<file path="src/fes_pkg.sv">
// Package: constants and carrier types for the flash bus sequencer
`default_nettype none
package fes_pkg;
  // ****************************************************************
  // Timing (100 MHz clock)
  // ****************************************************************
  localparam int CLK_NS = 10;
  localparam int RESET_SETUP_US = 4;
  localparam int RESET_SETUP_CYC =
    (RESET_SETUP_US * 1000 + CLK_NS - 1) / CLK_NS;
  localparam int RESET_HOLD_US = 4;
  localparam int RESET_HOLD_CYC = (RESET_HOLD_US * 1000 + CLK_NS - 1) / CLK_NS;
  localparam int BUSY_DLY_NS = 90;
  localparam int BUSY_DLY_CYC = (BUSY_DLY_NS + CLK_NS - 1) / CLK_NS;
  localparam int ABORT_US = 20;
  localparam int ABORT_CYC = ABORT_US * 1000 / CLK_NS;
  localparam int PULSE_NS = 40;
  localparam int PULSE_CYC = (PULSE_NS + CLK_NS - 1) / CLK_NS;
  localparam int RST_PULSE_NS = 500;
  localparam int RST_PULSE_CYC = (RST_PULSE_NS + CLK_NS - 1) / CLK_NS;
  // ****************************************************************
  // Protect address bits and status toggle data bits
  // ****************************************************************
  localparam int PROT_SEL_BIT = 6;
  localparam int PROT_A1_BIT = 1;
  localparam int PROT_A0_BIT = 0;
  localparam int TOGGLE_BIT = 6;
  localparam int SUSP_TOGGLE_BIT = 2;
  // ****************************************************************
  // Host registers
  // ****************************************************************
  localparam logic [3:0] REG_ADDR = 4'h0;
  localparam logic [3:0] REG_WDATA = 4'h1;
  localparam logic [3:0] REG_CTRL = 4'h2;
  localparam logic [3:0] REG_STATUS = 4'h3;
  localparam logic [3:0] REG_RDATA = 4'h4;
  localparam logic [3:0] REG_IRQ_STAT = 4'h5;
  localparam logic [3:0] REG_IRQ_CLR = 4'h6;
  localparam logic [3:0] REG_IRQ_EN = 4'h7;
  localparam logic [7:0] CTRL_RESET = 8'h00;
  // Control command codes, written to bits 2:0 of REG_CTRL
  localparam logic [2:0] CMD_READ = 3'h1;
  localparam logic [2:0] CMD_WRITE = 3'h2;
  localparam logic [2:0] CMD_POLL = 3'h3;
  localparam logic [2:0] CMD_RESET = 3'h4;
  localparam int CTRL_UNLOCK_BIT = 3;
  localparam int CTRL_ACCEL_BIT = 4;
  localparam int CTRL_PROT_BIT = 5;
  localparam int CTRL_UNPROT_BIT = 6;
  localparam int IRQ_W = 3;
  localparam int IRQ_DONE = 0;
  localparam int IRQ_READY = 1;
  localparam int IRQ_TOGGLE = 2;

  typedef enum logic [7:0] {
    FES_IDLE = 8'h01,
    FES_RD = 8'h02,
    FES_WR = 8'h04,
    FES_GAP = 8'h08,
    FES_UNLK = 8'h10,
    FES_HOLD = 8'h20,
    FES_RST = 8'h40,
    FES_WAIT = 8'h80
  } fes_state_t;

  // Flash pin bundle driven by the sequencer
  typedef struct packed {
    logic ce_n;
    logic oe_n;
    logic we_n;
    logic reset_n;
    logic unlock_hv;
    logic accel_hv;
    logic word_byte_select;
  } fes_pins_t;
endpackage : fes_pkg
`default_nettype wire

</file>
<file path="src/fes_host.sv">
// Module: host sequencer driving an asynchronous NOR flash
//
// Functional notes
// Program takes 7 us word, 5 us byte
// Accelerated program completes in about 4 us
// Sector erase keeps device busy 0.4 s; the model uses 3000 cycles (30 us)
// Busy asserted within 90 ns of final write
// Cross-bank read and write need no gap
// Hold unlock level 4 us before writes
// Hold unlock level 4 us after ready
// Suspend toggle bit toggles in suspended sector
// Toggle output enable between status reads
// Main toggle bit readable at any address
// Protect: A6 low, A1 high, A0 low
// Unprotect: A6 high, A1 high, A0 low
// Next write immediately after ready returns
// Reset aborts algorithm within 20 us
// Ready/busy low during whole algorithm
`timescale 1ns/1ps
`default_nettype none
module fes_host #(
  parameter int AW = 22,
  parameter int DW = 16,
  parameter int ABORT_CYC = fes_pkg::ABORT_CYC
) (
  input wire logic sys_clk_i,
  input wire logic rst_i,
  input wire logic ce_i,
  input wire logic [3:0] reg_addr_i,
  input wire logic [31:0] reg_wdata_i,
  input wire logic reg_wr_i,
  input wire logic reg_rd_i,
  output logic [31:0] reg_rdata_o,
  output logic irq_o,
  output logic [AW-1:0] flash_addr_o,
  output logic [DW-1:0] flash_dq_o,
  output logic flash_dq_oe_n_o,
  input wire logic [DW-1:0] flash_dq_i,
  output fes_pkg::fes_pins_t flash_pins_o,
  input wire logic ready_busy_n_i
);
  // ****************************************************************
  // Registers
  // ****************************************************************
  fes_pkg::fes_state_t state_r;
  fes_pkg::fes_state_t state_nxt;
  logic [AW-1:0] addr_r;
  logic [DW-1:0] wdata_r;
  logic [DW-1:0] rdata_r;
  logic [7:0] ctrl_r;
  logic [2:0] cmd_r;
  logic [31:0] cnt_r;
  logic [fes_pkg::IRQ_W-1:0] irq_stat_r;
  logic [fes_pkg::IRQ_W-1:0] irq_en_r;
  logic ready_d_r;
  logic busy_seen_r;
  logic toggled_r;
  logic unlock_r;
  logic done_ev;
  logic tog_ev;
  logic rdy_ev;
  logic cmd_go;
  logic cnt_zero;

  function automatic logic is_reg(input logic [3:0] a, input logic [3:0] r);
    is_reg = (a == r);
  endfunction : is_reg

  assign cmd_go = ce_i && reg_wr_i && is_reg(reg_addr_i, fes_pkg::REG_CTRL)
                  && state_r == fes_pkg::FES_IDLE;
  assign cnt_zero = (cnt_r == 32'h0000_0000);

  // ****************************************************************
  // Command and address registers
  // ****************************************************************
  always_ff @(posedge sys_clk_i) begin
    if (rst_i) begin
      addr_r <= '0;
      wdata_r <= '0;
      ctrl_r <= fes_pkg::CTRL_RESET;
      cmd_r <= 3'h0;
    end else if (ce_i && reg_wr_i) begin
      if (is_reg(reg_addr_i, fes_pkg::REG_ADDR)) begin
        addr_r <= reg_wdata_i[AW-1:0];
      end else if (is_reg(reg_addr_i, fes_pkg::REG_WDATA)) begin
        wdata_r <= reg_wdata_i[DW-1:0];
      end else if (is_reg(reg_addr_i, fes_pkg::REG_CTRL)) begin
        ctrl_r <= reg_wdata_i[7:0];
        if (state_r == fes_pkg::FES_IDLE) begin
          cmd_r <= reg_wdata_i[2:0];
        end
      end
    end
  end

  // ****************************************************************
  // Sequencer
  // ****************************************************************
  always_comb begin
    state_nxt = state_r;
    case (state_r)
      fes_pkg::FES_IDLE: begin
        if (cmd_go) begin
          if (reg_wdata_i[fes_pkg::CTRL_UNLOCK_BIT] && !unlock_r)
            state_nxt = fes_pkg::FES_UNLK;
          else if (reg_wdata_i[2:0] == fes_pkg::CMD_WRITE)
            state_nxt = fes_pkg::FES_WR;
          else if (reg_wdata_i[2:0] == fes_pkg::CMD_RESET)
            state_nxt = fes_pkg::FES_RST;
          else if (reg_wdata_i[2:0] == fes_pkg::CMD_READ ||
                   reg_wdata_i[2:0] == fes_pkg::CMD_POLL)
            state_nxt = fes_pkg::FES_RD;
          else if (!reg_wdata_i[fes_pkg::CTRL_UNLOCK_BIT] && unlock_r)
            state_nxt = fes_pkg::FES_HOLD;
        end
      end
      fes_pkg::FES_UNLK: begin
        // Unlock level must settle before any protected write
        if (cnt_zero) state_nxt = fes_pkg::FES_IDLE;
      end
      fes_pkg::FES_RD: if (cnt_zero) state_nxt = fes_pkg::FES_GAP;
      fes_pkg::FES_WR: if (cnt_zero) state_nxt = fes_pkg::FES_WAIT;
      fes_pkg::FES_WAIT: begin
        // Busy shows within 90 ns, then stays low until done
        if (cnt_zero && (busy_seen_r || ready_busy_n_i))
          state_nxt = ready_busy_n_i ? fes_pkg::FES_IDLE
                                     : fes_pkg::FES_WAIT;
      end
      fes_pkg::FES_GAP: begin
        // Output enable high between reads so toggle bits advance
        if (cnt_zero) state_nxt = fes_pkg::FES_IDLE;
      end
      fes_pkg::FES_RST: begin
        // Device returns to read mode within the abort window
        if (cnt_zero) state_nxt = fes_pkg::FES_IDLE;
      end
      fes_pkg::FES_HOLD: begin
        // Unlock level kept after ready returns high
        if (cnt_zero && ready_busy_n_i)
          state_nxt = fes_pkg::FES_IDLE;
      end
      default: state_nxt = fes_pkg::FES_IDLE;
    endcase
  end

  always_ff @(posedge sys_clk_i) begin
    if (rst_i) begin
      state_r <= fes_pkg::FES_IDLE;
    end else if (ce_i) begin
      state_r <= state_nxt;
    end
  end

  // ****************************************************************
  // Cycle counter, reloaded on each state entry
  // ****************************************************************
  always_ff @(posedge sys_clk_i) begin
    if (rst_i) begin
      cnt_r <= 32'h0000_0000;
    end else if (ce_i) begin
      if (state_nxt != state_r) begin
        case (state_nxt)
          fes_pkg::FES_UNLK: cnt_r <= 32'(fes_pkg::RESET_SETUP_CYC);
          fes_pkg::FES_HOLD: cnt_r <= 32'(fes_pkg::RESET_HOLD_CYC);
          fes_pkg::FES_WAIT: cnt_r <= 32'(fes_pkg::BUSY_DLY_CYC);
          fes_pkg::FES_RST: cnt_r <= 32'(ABORT_CYC);
          fes_pkg::FES_IDLE: cnt_r <= 32'h0000_0000;
          default: cnt_r <= 32'(fes_pkg::PULSE_CYC);
        endcase
      end else if (state_r == fes_pkg::FES_HOLD && !ready_busy_n_i) begin
        cnt_r <= 32'(fes_pkg::RESET_HOLD_CYC);
      end else if (!cnt_zero) begin
        cnt_r <= cnt_r - 32'h0000_0001;
      end
    end
  end

  // ****************************************************************
  // Unlock level, busy tracking and read capture
  // ****************************************************************
  always_ff @(posedge sys_clk_i) begin
    if (rst_i) begin
      unlock_r <= 1'b0;
    end else if (ce_i) begin
      if (state_r == fes_pkg::FES_IDLE && state_nxt == fes_pkg::FES_UNLK)
        unlock_r <= 1'b1;
      else if (state_r == fes_pkg::FES_HOLD && state_nxt == fes_pkg::FES_IDLE)
        unlock_r <= 1'b0;
    end
  end

  always_ff @(posedge sys_clk_i) begin
    if (rst_i) begin
      busy_seen_r <= 1'b0;
      ready_d_r <= 1'b1;
    end else if (ce_i) begin
      ready_d_r <= ready_busy_n_i;
      if (state_r != fes_pkg::FES_WAIT) busy_seen_r <= 1'b0;
      else if (!ready_busy_n_i) busy_seen_r <= 1'b1;
    end
  end

  always_ff @(posedge sys_clk_i) begin
    if (rst_i) begin
      rdata_r <= '0;
      toggled_r <= 1'b0;
    end else if (ce_i && state_r == fes_pkg::FES_RD && cnt_zero) begin
      // Main toggle bit valid at any address; suspend bit per sector
      rdata_r <= flash_dq_i;
      toggled_r <= (flash_dq_i[fes_pkg::TOGGLE_BIT] !=
                    rdata_r[fes_pkg::TOGGLE_BIT]);
    end
  end

  // ****************************************************************
  // Interrupts
  // ****************************************************************
  assign done_ev = ce_i && state_r == fes_pkg::FES_WAIT &&
                   state_nxt == fes_pkg::FES_IDLE;
  assign rdy_ev = ce_i && ready_busy_n_i && !ready_d_r;
  assign tog_ev = ce_i && state_r == fes_pkg::FES_RD && cnt_zero &&
                  cmd_r == fes_pkg::CMD_POLL &&
                  flash_dq_i[fes_pkg::TOGGLE_BIT] !=
                  rdata_r[fes_pkg::TOGGLE_BIT];

  always_ff @(posedge sys_clk_i) begin
    if (rst_i) begin
      irq_stat_r <= '0;
    end else begin
      // Set wins over a clear in the same cycle
      irq_stat_r <= (irq_stat_r & ~((ce_i && reg_wr_i &&
                     is_reg(reg_addr_i, fes_pkg::REG_IRQ_CLR)) ?
                     reg_wdata_i[fes_pkg::IRQ_W-1:0] : '0))
                    | {tog_ev, rdy_ev, done_ev};
    end
  end

  always_ff @(posedge sys_clk_i) begin
    if (rst_i) begin
      irq_en_r <= '0;
    end else if (ce_i && reg_wr_i &&
                 is_reg(reg_addr_i, fes_pkg::REG_IRQ_EN)) begin
      irq_en_r <= reg_wdata_i[fes_pkg::IRQ_W-1:0];
    end
  end

  assign irq_o = |(irq_stat_r & irq_en_r);

  // ****************************************************************
  // Register read port, data one cycle after the strobe
  // ****************************************************************
  always_ff @(posedge sys_clk_i) begin
    if (rst_i) begin
      reg_rdata_o <= 32'h0000_0000;
    end else if (ce_i) begin
      reg_rdata_o <= 32'h0000_0000;
      if (reg_rd_i) begin
        if (is_reg(reg_addr_i, fes_pkg::REG_ADDR))
          reg_rdata_o <= 32'(addr_r);
        else if (is_reg(reg_addr_i, fes_pkg::REG_WDATA))
          reg_rdata_o <= 32'(wdata_r);
        else if (is_reg(reg_addr_i, fes_pkg::REG_CTRL))
          reg_rdata_o <= 32'(ctrl_r);
        else if (is_reg(reg_addr_i, fes_pkg::REG_STATUS))
          reg_rdata_o <= {22'h0, state_r, toggled_r, ready_busy_n_i};
        else if (is_reg(reg_addr_i, fes_pkg::REG_RDATA))
          reg_rdata_o <= 32'(rdata_r);
        else if (is_reg(reg_addr_i, fes_pkg::REG_IRQ_STAT))
          reg_rdata_o <= 32'(irq_stat_r);
        else if (is_reg(reg_addr_i, fes_pkg::REG_IRQ_EN))
          reg_rdata_o <= 32'(irq_en_r);
      end
    end
  end

  // ****************************************************************
  // Flash pins
  // ****************************************************************
  always_ff @(posedge sys_clk_i) begin
    if (rst_i) begin
      flash_addr_o <= '0;
      flash_dq_o <= '0;
    end else if (ce_i) begin
      flash_addr_o <= addr_r;
      // Protect select bits forced for the protect sequences
      if (ctrl_r[fes_pkg::CTRL_PROT_BIT]) begin
        flash_addr_o[fes_pkg::PROT_SEL_BIT] <= 1'b0;
        flash_addr_o[fes_pkg::PROT_A1_BIT] <= 1'b1;
        flash_addr_o[fes_pkg::PROT_A0_BIT] <= 1'b0;
      end else if (ctrl_r[fes_pkg::CTRL_UNPROT_BIT]) begin
        flash_addr_o[fes_pkg::PROT_SEL_BIT] <= 1'b1;
        flash_addr_o[fes_pkg::PROT_A1_BIT] <= 1'b1;
        flash_addr_o[fes_pkg::PROT_A0_BIT] <= 1'b0;
      end
      flash_dq_o <= wdata_r;
    end
  end

  // Write from IDLE straight after ready needs no recovery gap
  always_comb begin
    flash_pins_o.ce_n = !(state_r == fes_pkg::FES_RD ||
                          state_r == fes_pkg::FES_WR);
    flash_pins_o.oe_n = !(state_r == fes_pkg::FES_RD);
    flash_pins_o.we_n = !(state_r == fes_pkg::FES_WR);
    flash_pins_o.reset_n = !(state_r == fes_pkg::FES_RST);
    flash_pins_o.unlock_hv = unlock_r;
    flash_pins_o.accel_hv = ctrl_r[fes_pkg::CTRL_ACCEL_BIT];
    flash_pins_o.word_byte_select = ctrl_r[7];
    flash_dq_oe_n_o = !(state_r == fes_pkg::FES_WR);
  end
endmodule : fes_host
`default_nettype wire

</file>
<file path="config.mk">
export PLATFORM = sky130hd
export DESIGN_NAME = fes_host
export DESIGN_NICKNAME = d
export VERILOG_FILES = /design/src/fes_pkg.sv /design/src/fes_host.sv
export SDC_FILE = /design/constraint.sdc
export NUM_CORES = 1
export LEC_CHECK = 0
export BUFFER_PORTS_ARGS = -buffer_cell sky130_fd_sc_hd__buf_4
export CORE_ASPECT_RATIO = 1.5
export CORE_UTILIZATION = 40
export DETAILED_ROUTE_END_ITERATION = 6
export SLEW_MARGIN = 20
export SYNTH_ARGS = -nofsm -noshare
export SYNTH_HDL_FRONTEND = slang
export SYNTH_SLANG_ARGS = --single-unit
</file>
<file path="constraint.sdc">
create_clock -name sys_clk_i -period 4.1 [get_ports sys_clk_i]
set_clock_uncertainty 0.15 [all_clocks]
set_input_delay 0.205 -clock sys_clk_i [delete_from_list [all_inputs] [get_ports sys_clk_i]]
set_output_delay 0.205 -clock sys_clk_i [all_outputs]
set_load 0.02 [all_outputs]
</file>
Word-level counts from Yosys, hierarchy flattened. Cells that the tools add are included.

Output and inout port bits: 79. Input bits: 58. Word-level logic and storage cells: 131. Bits in registers: 185.

Reduce and logical (&&, ||, !) cells: 44. Add/subtract/negate cells: 1. Muxes and demuxes: 34. Equality and inequality tests: 30. Bitwise operators: 6.

Operators with widths (number): 2-to-1 mux 32 bit (3); 2-to-1 mux 8 bit (12); 2-to-1 mux 16 bit (4); case mux 8 bit (6 select lines) (1); 2-to-1 mux 22 bit (2); case mux 11 bit (4 select lines) (1); zero test 32 bit (1); subtractor 32 x 1 -> 32 bit, second input constant (1); logical AND 1 bit (20); == test 4 x 3 -> 1 bit, second input constant (4); == test 8 x 1 -> 1 bit, second input constant (2); == test 8 x 5 -> 1 bit, second input constant (2); == test 8 x 6 -> 1 bit, second input constant (2); == test 8 x 7 -> 1 bit, second input constant (2); == test 8 bit, second input constant (2); == test 3 x 2 -> 1 bit, second input constant (3); 2-to-1 mux 3 bit (3); == test 4 x 2 -> 1 bit, second input constant (2); == test 8 x 2 -> 1 bit, second input constant (1); == test 8 x 3 -> 1 bit, second input constant (1); == test 8 x 4 -> 1 bit, second input constant (1); zero test 1 bit (8); != test 8 bit (1); != test 8 bit, second input constant (1); other kinds (21) (35).

Longest topological paths before layout. Gate-level depths: netlist (run 1).

Depth in word-level cells: 13. Depth in mapped cells: 13. Gate-level depth less buffers: 10.

Worst setup path after synthesis (run 1). No wires, ideal clock.

Kind: reg-to-reg. From: register state_r[4]. To: register cnt_r[8]. Path slack: 1.217 ns. Data required time: 3.834 ns. Cell stages (with the launch flop): 11. Buffers on the path: 2. Arrival time: 2.618 ns. Period minus slack after synthesis: 2.883 ns. Library setup time: 0.116 ns. Path through: dfxtp_1 -> buf_2 -> nor4_4 -> nand3_1 -> o211ai_1 -> o211ai_2 -> or4_1 -> buf_4 -> o21ai_1 -> o21bai_1 -> and3_1.

Longest elaborated chain between the ends: 11. Elaborated cells on any way between the ends: 35. Classes of those cells: eq/ne (15); mux (15); reduce/logical (5).

Ends and longest elaborated chain: start, declared (RTL line fes_host.sv:45) `fes_pkg::fes_state_t state_r;`; start signal, assigned (RTL line fes_host.sv:148) `state_r <= fes_pkg::FES_IDLE;`; start signal, assigned (RTL line fes_host.sv:150) `state_r <= state_nxt;`; 2-to-1 mux 8 bit (RTL line fes_host.sv:113) `else if (!reg_wdata_i[fes_pkg::CTRL_UNLOCK_BIT] && unlock_r)`; 2-to-1 mux 8 bit (RTL line fes_host.sv:110) `else if (reg_wdata_i[2:0] == fes_pkg::CMD_READ ||`; 2-to-1 mux 8 bit (RTL line fes_host.sv:108) `else if (reg_wdata_i[2:0] == fes_pkg::CMD_RESET)`; 2-to-1 mux 8 bit (RTL line fes_host.sv:106) `else if (reg_wdata_i[2:0] == fes_pkg::CMD_WRITE)`; 2-to-1 mux 8 bit (RTL line fes_host.sv:104) `if (reg_wdata_i[fes_pkg::CTRL_UNLOCK_BIT] && !unlock_r)`; 2-to-1 mux 8 bit (RTL line fes_host.sv:103) `if (cmd_go) begin`; case mux 8 bit (6 select lines) (RTL line fes_host.sv:101) `case (state_r)`; == test 8 x 5 -> 1 bit or == test 8 x 6 -> 1 bit (tied branches) (RTL line fes_host.sv:162) `case (state_nxt)`; OR reduction 2 bit (no source line); case mux 11 bit (4 select lines) (RTL line fes_host.sv:162); 2-to-1 mux 32 bit (RTL line fes_host.sv:161) `if (state_nxt != state_r) begin`; end signal, assigned (RTL line fes_host.sv:163) `fes_pkg::FES_UNLK: cnt_r <= 32'(fes_pkg::RESET_SETUP_CYC);`; end signal, assigned (RTL line fes_host.sv:164) `fes_pkg::FES_HOLD: cnt_r <= 32'(fes_pkg::RESET_HOLD_CYC);`; end signal, assigned (RTL line fes_host.sv:165) `fes_pkg::FES_WAIT: cnt_r <= 32'(fes_pkg::BUSY_DLY_CYC);`; end, declared (RTL line fes_host.sv:52) `logic [31:0] cnt_r;`.

Several ways; a longest one is shown, not always the timed one. A chain may end at the register's enable or synchronous reset.

Final worst setup path (run 1).
From: register cnt_r[20]. To: register cnt_r[16].

Longest elaborated chain between the ends: 7. Elaborated cells on any way between the ends: 13. Classes of those cells: eq/ne (2); mux (7); reduce/logical (4).

Ends and longest elaborated chain: zero test 32 bit * (RTL line fes_host.sv:71) `assign cnt_zero = (cnt_r == 32'h0000_0000);`; logical AND 1 bit, on equally long branches (RTL line fes_host.sv:139, fes_host.sv:125); 2-to-1 mux 8 bit, on equally long branches (RTL line fes_host.sv:139, fes_host.sv:125); case mux 8 bit (6 select lines) (RTL line fes_host.sv:101); != test 8 bit (RTL line fes_host.sv:161); != test 3 x 1 -> 1 bit (no source line); AND reduction 2 bit (no source line).

Every way passes the cells marked *; elsewhere a longest branch is shown, timed or not.

==> results of run 1 <==
-- kinds of logic after synthesis --
logic type,Yosys count
simple gates,445
compound gates,240
flops,175
buf+inv,102
mux,49
xor+xnor,5
fa+ha+maj,2
other cells,1
-- cell type report --
cell class                      count  area share, %
Tap cell                          260           3.22
Inverter                           12          0.445
Timing Repair Buffer              173           14.1
Sequential cell                   175           34.6
Clock inverter                     13           1.82
Multi-Input combinational cell    751           41.3
Clock buffer                       19           4.48
-- metal layers --
metal | part of all wire, % | track usage (%)
met1 | 41 | 27.5
met2 | 52 | 42.2
met3 | 5.3 | 5.56
met4 | 2.0 | 9.51
met5 | 0 | 0
-- path summary, 6_finish.rpt --
check                                    start          to  cells past startpoint
worst max-delay path                 cnt_r[20]   cnt_r[16]                      9
worst min-delay path            ready_busy_n_i   ready_d_r                      3
worst max register to register       cnt_r[20]   cnt_r[16]                      9
worst min register to register      rdata_r[8]  rdata_r[8]                      2
-- tightest hold or removal path, delay by kind of cell --
kind / cells / cell delay [ps]
AOI/OAI and AO/OA: 1 / 160
buffers and inverters: 2 / 270
-- state kept, by name (all words and copies together) (netlist names) --
signal and count:
irq_en_r 3, ready_d_r 1, flash_dq_o 16, addr_r 22, busy_seen_r 1, cmd_r 3
state_r 8, toggled_r 1, unlock_r 1, cnt_r 32, rdata_r 16, ctrl_r 8
reg_rdata_o 22, wdata_r 16, flash_addr_o 22, irq_stat_r 3
-- where the power goes --
| part | switching [mW] | internal [mW] |
|---|---|---|
| Clock | 0.705 | 1.05 |
| Sequential | 0.146 | 1.84 |
| Combinational | 1.38 | 0.824 |
-- what timing repair did --
action	in CTS	in global routing
hold endpoints to repair	71	0
endpoints found under the setup margin	0	0
hold buffers	39	0
-- stage by stage --
stage | hold slack (ps) | total power, mW | utilization, % | cells
final | 91.3 | 5.95 | 51.1 | 1403
after global routing | 114 | 6.32 | 51.1 | 1403
after CTS | 87.1 | 5.96 | 51.1 | 1403
after detailed placement | 294 | 4.17 | 45.9 | 1332
after global placement | 289 | 4.15 | 45.9 | 1332
after floorplan | 191 | 3.66 | - | 1028
-- cells in the final DEF, fill, tap and decap left out, types with 4 or more instances in the layout --
master / count
sky130_fd_sc_hd__dfxtp_1: 175
sky130_fd_sc_hd__nor2b_1: 5
sky130_fd_sc_hd__nand3_1: 21
sky130_fd_sc_hd__nand2_1: 179
sky130_fd_sc_hd__inv_1: 11
sky130_fd_sc_hd__a211oi_1: 8
sky130_fd_sc_hd__nand3b_1: 10
sky130_fd_sc_hd__a32oi_1: 6
sky130_fd_sc_hd__bufinv_16: 4
sky130_fd_sc_hd__o21ai_1: 7
sky130_fd_sc_hd__a22oi_1: 16
sky130_fd_sc_hd__nand4_1: 5
sky130_fd_sc_hd__o21ai_0: 38
sky130_fd_sc_hd__dlygate4sd3_1: 39
sky130_fd_sc_hd__nand2b_1: 5
sky130_fd_sc_hd__a21oi_1: 121
sky130_fd_sc_hd__clkbuf_16: 17
sky130_fd_sc_hd__a222oi_1: 12
sky130_fd_sc_hd__nor3_1: 41
sky130_fd_sc_hd__nor2_1: 125
sky130_fd_sc_hd__mux2_2: 4
sky130_fd_sc_hd__mux2i_1: 44
sky130_fd_sc_hd__clkinv_2: 4
sky130_fd_sc_hd__and3_1: 7
sky130_fd_sc_hd__buf_4: 132
sky130_fd_sc_hd__or3_1: 4
sky130_fd_sc_hd__conb_1: 10
sky130_fd_sc_hd__a32o_1: 4
sky130_fd_sc_hd__nor4_1: 12
sky130_fd_sc_hd__o211ai_1: 4
sky130_fd_sc_hd__or4_1: 5
==> impl_table.tex, run 1 <==
\begin{tabular}{lr}
\hline
Metric & Value \\
\hline
\multicolumn{2}{l}{\textbf{Synthesis}} \\
Synth Register Bits & around 180 \\
Most repeated cell in the gate-level netlist after synthesis & sky130\_fd\_sc\_hd\_\_nand2\_1 \\
Area share of fa/ha/maj cells after synthesis & 0.278\% \\
Compound-Gate Fraction of Synth Area & 18.2\% \\
Largest family of logic cells by synthesized area & simple AND/OR/NAND/NOR gates \\
Ranking of synthesized cells by area & sky130\_fd\_sc\_hd\_\_dfxtp\_1 (43\%), sky130\_fd\_sc\_hd\_\_nand2\_1 (8.3\%), sky130\_fd\_sc\_hd\_\_a21oi\_1 (7.5\%) \\
Fraction of registers with async set or reset after synthesis & 0\% \\
Number of enable flip-flop cells after synthesis & 0 \\
Multiplexer fraction of the synthesized cell area & 6.27\% \\
Xor/xnor share of the synthesized area & 0.541\% \\
Syn. warnings & 0 \\
Post-synthesis area per instance & slightly below 8 µm² \\
Most used standard cells in the synthesized netlist & sky130\_fd\_sc\_hd\_\_nand2\_1 (179), sky130\_fd\_sc\_hd\_\_dfxtp\_1 (175), sky130\_fd\_sc\_hd\_\_nor2\_1 (125), sky130\_fd\_sc\_hd\_\_a21oi\_1 (121), sky130\_fd\_sc\_hd\_\_clkbuf\_1 (55) \\
Synthesized area & 8100 µm² \\
Post-synth top area share & between 40\% and 50\% \\
Area share of and/or/nand/nor cells after synthesis & between 20\% and 30\% \\
Share of synthesized area occupied by flip-flops and latches & 43.3\% \\
Most common flop cell mapped by yosys & sky130\_fd\_sc\_hd\_\_dfxtp\_1 \\
Library cell occupying the most area in the post-synthesis netlist & sky130\_fd\_sc\_hd\_\_dfxtp\_1 \\
Synthesized netlist cell count & around 1000 \\
Cell variety after synth & between 60 and 70 \\
\multicolumn{2}{l}{\textbf{Setup path}} \\
Most used cell, CP & sky130\_fd\_sc\_hd\_\_or4\_1 \\
Biggest cell delay along the critical path & 690 ps \\
Library cell contributing the largest single delay on the critical path & sky130\_fd\_sc\_hd\_\_or4\_1 \\
Worst setup slack for register-to-register paths & $\sim$800 ps \\
Critical path class & register to register \\
CP Data Arrival Time & between 3000 and 4000 ps \\
Required @ worst endpoint & about 4300 ps \\
Ordered cell list for the critical path & or4\_1, nor4\_4, and4\_1, o22a\_2, or4\_1, buf\_12, nor2\_4, a32oi\_1, nor2\_1 \\
Endpoint type of the worst setup path & register \\
Largest fanout of any net on the critical path & 34 \\
Nature of the critical path startpoint & register \\
Family with the most delay on the worst path & simple AND/OR/NAND/NOR gates \\
Count of buffering cells on the critical path with inverters included & 1 \\
\multicolumn{2}{l}{\textbf{GRT}} \\
Number of global-route vias before repair & around 7300 \\
Number of antenna violations at the first check in global routing & 0 \\
Global-route total usage across every layer & roughly a quarter \\
Pin count of the biggest net entering global routing & 75 \\
Final global-route overflow total & 0 \\
Wire length of the first global-routing pass & $\sim$39000 µm \\
\multicolumn{2}{l}{\textbf{Routing}} \\
Initial detailed-routing violation count & about 640 \\
Wirelength, routed & approximately 24000 µm \\
Post-DRT Antenna Nets & 0 \\
Number of remaining DRC errors & 1 \\
Routed via count divided by cell count & approximately 5.5 \\
Length of the first detailed-routing pass in iterations & 7 \\
Via count & approximately 7700 \\
Final routed wire length divided by cell count & 17.3 µm \\
\multicolumn{2}{l}{\textbf{Outcome}} \\
Run status & complete, but fails checks \\
Failing checks & design-rule violations \\
\multicolumn{2}{l}{\textbf{Clocking}} \\
H-tree levels & 4 \\
Clock Sinks & roughly 180 \\
Resized cells post-CTS & 0 \\
Number of setup buffers added after CTS & 0 \\
Library cell used as clock root buffer & sky130\_fd\_sc\_hd\_\_clkbuf\_16 \\
Register clock-pin slew on the reported worst setup and hold paths & 60 ps \\
CTS Buf Count & 17 \\
Largest buffer count on any clock path & 2 \\
Clock latency reported for the late side of the worst-skew pair & between 400 and 500 ps \\
Clock tree from TritonCTS & done \\
\multicolumn{2}{l}{\textbf{Cells and area}} \\
Final-stage net count & roughly 1200 \\
Sequential cell area & $\sim$3500 µm² \\
Post-route cell area & approximately 10000 µm² \\
Count of antenna diodes in the layout & 0 \\
Layout fillers & 1939 \\
Share of post-route cells with drive strength above 1 & 16.8\% \\
Layout overhead on the synthesized area & 24.9\% \\
Combined area of the multi-input logic cells & approximately 4200 µm² \\
\multicolumn{2}{l}{\textbf{Timing}} \\
Fin. Hold Viols & 0 \\
Setup slack of the critical path after layout & 783 ps \\
Setup TNS & 0 ps \\
Tightest Pin Transition & roughly 900 ps \\
Unrepaired setup endpoints after global routing & false \\
Number of max-slew violations in the final report & 0 \\
Minimum clock period & 3320 ps \\
Number of failing setup endpoints in the final timing report & 0 \\
Fmax achieved & 302 MHz \\
Portion of the clock cycle consumed by the worst path in the final layout & roughly four fifths \\
Worst-case headroom to the max-slew limit & a little over 40\% \\
\multicolumn{2}{l}{\textbf{Floorplanning}} \\
Boundary pin count & $\sim$140 \\
X dimension of the die & approximately 120 µm \\
Number of core rows & 63 \\
Core box area & slightly below 20000 µm² \\
Initial cell density of the core & roughly two fifths \\
Die outline area & $\sim$21000 µm² \\
Die Height & $\sim$180 µm \\
\multicolumn{2}{l}{\textbf{Hold path}} \\
Hold WC Path Type & input port to register \\
\multicolumn{2}{l}{\textbf{Placement}} \\
Final Wtd Congestion & a little over 0.8 \\
DP HPWL & 16400 µm \\
Post-detailed-placement cell area & slightly above 9000 µm² \\
Number of buffers added on ports & between 100 and 150 \\
Post-Place Worst Slack & 802 ps \\
\multicolumn{2}{l}{\textbf{Pwr}} \\
IR drop worst, VDD & 276 µV \\
Leakage component of the power & around 4 nW \\
Power per standard cell area & around 590 nW/µm² \\
\multicolumn{2}{l}{\textbf{Run}} \\
Number of violations of the max-capacitance limit & 0 \\
\hline
\end{tabular}
(Power assumes the default switching activity.)
==> run 2: changes to the inputs <==
==> constraint.sdc (replaced) <==
create_clock -name sys_clk_i -period 2.7 [get_ports sys_clk_i]
set_clock_uncertainty 0.15 [all_clocks]
set_input_delay 0.135 -clock sys_clk_i [delete_from_list [all_inputs] [get_ports sys_clk_i]]
set_output_delay 0.135 -clock sys_clk_i [all_outputs]
set_load 0.02 [all_outputs]
==> impl_table.tex, run 2 (synthesis results as in run 1) <==
\begin{tabular}{lr}
\hline
Metric & Value \\
\hline
\multicolumn{2}{l}{\textbf{GRT}} \\
Number of global-route vias before repair & 7646 (+5.2\%) \\
Wire length of the first global-routing pass & 40200 µm (+3.6\%) \\
Global-route total usage across every layer & 24.7\% (+0.87 points) \\
Number of antenna violations at the first check in global routing & 0 (unchanged) \\
Final global-route overflow total & 0 (unchanged) \\
Pin count of the biggest net entering global routing & 93 (+24\%) \\
\multicolumn{2}{l}{\textbf{Routing}} \\
Via count & 8017 (+4.4\%) \\
Initial detailed-routing violation count & 548 (-15\%) \\
Routed via count divided by cell count & 5.41 (-1.1\%) \\
Wirelength, routed & 25800 µm (+5.9\%) \\
Number of remaining DRC errors & 0 (-1) \\
Length of the first detailed-routing pass in iterations & 5 (-2) \\
Post-DRT Antenna Nets & 0 (unchanged) \\
Final routed wire length divided by cell count & 17.4 µm (+0.34\%) \\
\multicolumn{2}{l}{\textbf{Floorplanning}} \\
X dimension of the die & 118 µm (unchanged) \\
Number of core rows & 63 (unchanged) \\
Core box area & 19800 µm² (unchanged) \\
Die Height & 176 µm (unchanged) \\
Boundary pin count & 137 (unchanged) \\
Die outline area & 20800 µm² (unchanged) \\
Initial cell density of the core & 40.9\% (unchanged) \\
\multicolumn{2}{l}{\textbf{Placement}} \\
DP HPWL & 17600 µm (+7.2\%) \\
Post-Place Worst Slack & -82.7 ps (-885 ps) \\
Post-detailed-placement cell area & 9700 µm² (+6.7\%) \\
Final Wtd Congestion & 0.938 (+13\%) \\
Number of buffers added on ports & 116 (unchanged) \\
\multicolumn{2}{l}{\textbf{Setup path}} \\
Ordered cell list for the critical path & nor4\_4, buf\_4, and2\_1, nand2\_1, nor2\_1, or4\_4, nor2\_4, buf\_12, nand4b\_1, a21oi\_1 \\
Endpoint type of the worst setup path & register \\
Library cell contributing the largest single delay on the critical path & sky130\_fd\_sc\_hd\_\_or4\_4 \\
CP Data Arrival Time & 3010 ps (-460 ps) \\
Count of buffering cells on the critical path with inverters included & 2 (+1) \\
Required @ worst endpoint & 2910 ps (-1340 ps) \\
Biggest cell delay along the critical path & 690 ps (about the same) \\
Critical path class & register to register \\
Worst setup slack for register-to-register paths & -90 ps (-880 ps) \\
Nature of the critical path startpoint & register \\
Family with the most delay on the worst path & simple AND/OR/NAND/NOR gates \\
Largest fanout of any net on the critical path & 10 (-71\%) \\
\multicolumn{2}{l}{\textbf{Clocking}} \\
Largest buffer count on any clock path & 2 (unchanged) \\
CTS Buf Count & 17 (unchanged) \\
Clock tree from TritonCTS & done \\
Library cell used as clock root buffer & sky130\_fd\_sc\_hd\_\_clkbuf\_16 \\
Register clock-pin slew on the reported worst setup and hold paths & 80 ps (+20 ps) \\
Clock latency reported for the late side of the worst-skew pair & 430 ps (about the same) \\
Clock Sinks & 175 (unchanged) \\
H-tree levels & 4 (unchanged) \\
\multicolumn{2}{l}{\textbf{Timing}} \\
Number of max-slew violations in the final report & 0 (unchanged) \\
Minimum clock period & 2790 ps (-522 ps) \\
Number of failing setup endpoints in the final timing report & 20 (+20) \\
Setup slack of the critical path after layout & -95.0 ps (-878 ps) \\
Portion of the clock cycle consumed by the worst path in the final layout & 104\% (+23 points) \\
Fin. Hold Viols & 0 (unchanged) \\
Worst-case headroom to the max-slew limit & 58.0\% (+17 points) \\
Fmax achieved & 358 MHz (+19\%) \\
Setup TNS & -875 ps (-875 ps) \\
Tightest Pin Transition & 625 ps (-254 ps) \\
Unrepaired setup endpoints after global routing & true \\
\multicolumn{2}{l}{\textbf{Cells and area}} \\
Share of post-route cells with drive strength above 1 & 25.8\% (+9.0 points) \\
Max FFs per register & 32 (unchanged) \\
Post-route cell area & 11000 µm² (+9.1\%) \\
Layout fillers & 1867 (-3.7\%) \\
Most used cells in the layout excluding fill and tap cells & sky130\_fd\_sc\_hd\_\_buf\_4 (195), sky130\_fd\_sc\_hd\_\_nand2\_1 (178), sky130\_fd\_sc\_hd\_\_dfxtp\_1 (169) \\
Post-layout utilization of the core & 55.8\% (+4.7 points) \\
Sequential cell area & 3510 µm² (+0.21\%) \\
Layout overhead on the synthesized area & 36.3\% \\
Combined area of the multi-input logic cells & 4390 µm² (+5.0\%) \\
Count of antenna diodes in the layout & 0 (unchanged) \\
Most common library cell in the layout ignoring fill and taps & sky130\_fd\_sc\_hd\_\_buf\_4 \\
Final-stage net count & 1267 (+6.6\%) \\
Largest register by flop count & cnt\_r \\
\multicolumn{2}{l}{\textbf{Pwr}} \\
Post-layout total power & 10.3 mW (+73\%) \\
IR drop worst, VDD & 501 µV (+82\%) \\
Power per standard cell area & 933 nW/µm² (+58\%) \\
Leakage component of the power & 4.38 nW (+12\%) \\
\multicolumn{2}{l}{\textbf{Outcome}} \\
Run status & complete, but fails checks \\
Failing checks & negative setup slack \\
\multicolumn{2}{l}{\textbf{Run}} \\
Number of violations of the max-capacitance limit & 0 (unchanged) \\
\multicolumn{2}{l}{\textbf{Hold path}} \\
Hold WC Path Type & input port to register \\
\hline
\end{tabular}
-- run 2: cell type report --
cell class                 instances  area share (%)
sequential                       175            31.8
clock inverter                    15            1.81
timing repair buffer             251            19.4
inverter                          12           0.408
multi-input combinational        751            39.8
tap                              260            2.95
clock buffer                      17            3.85
-- run 2: worst register-to-register path: cells and delay by family, from the launching register on --
family          cells  cell delay, ps
simple gates        7            1610
buf+inv             2             330
compound gates      1             160
flops               1             480
-- run 2: what timing repair did --
item / CTS / global route
resized for setup: 4 / 59
hold buffers: 39 / 0
pin swaps: 3 / 17
hold endpoints to repair: 77 / 0
buffers inserted: 4 / 3
cloned: 1 / 3
endpoints found under the setup margin: 15 / 34
-- run 2: per-stage QoR --
stage               hold WS [ps]  cells
finish                      1.61   1481
global route                13.7   1481
CTS                       0.0360   1475
detailed placement           246   1399
global placement             236   1399
floorplan                    121   1028
-- run 2: power breakdown --
group          total, mW  internal, mW  switching, mW
Clock               2.55          1.28           1.27
Combinational       4.80          2.18           2.61
Sequential          2.95          2.79          0.152
Total               10.3          6.26           4.04
-- run 2: final timing paths --
check,start,end,cells after the start
max,state_r[4],cnt_r[30],10
min,rst_i,cnt_r[29],2
max reg2reg,state_r[4],cnt_r[30],10
min reg2reg,rdata_r[10],rdata_r[10],2
-- run 2: routing by layer --
layer / wire [µm] / vias to the layer above / share of wire, % / global-route usage (%)
met2: 13400 / 231 / 52 / 44.1
met5: 0 / - / 0 / 0
met3: 992 / 65 / 3.9 / 4.10
met4: 950 / 0 / 3.7 / 12.6
met1: 10500 / 3779 / 41 / 28.2
li1: - / 3942 / - / -
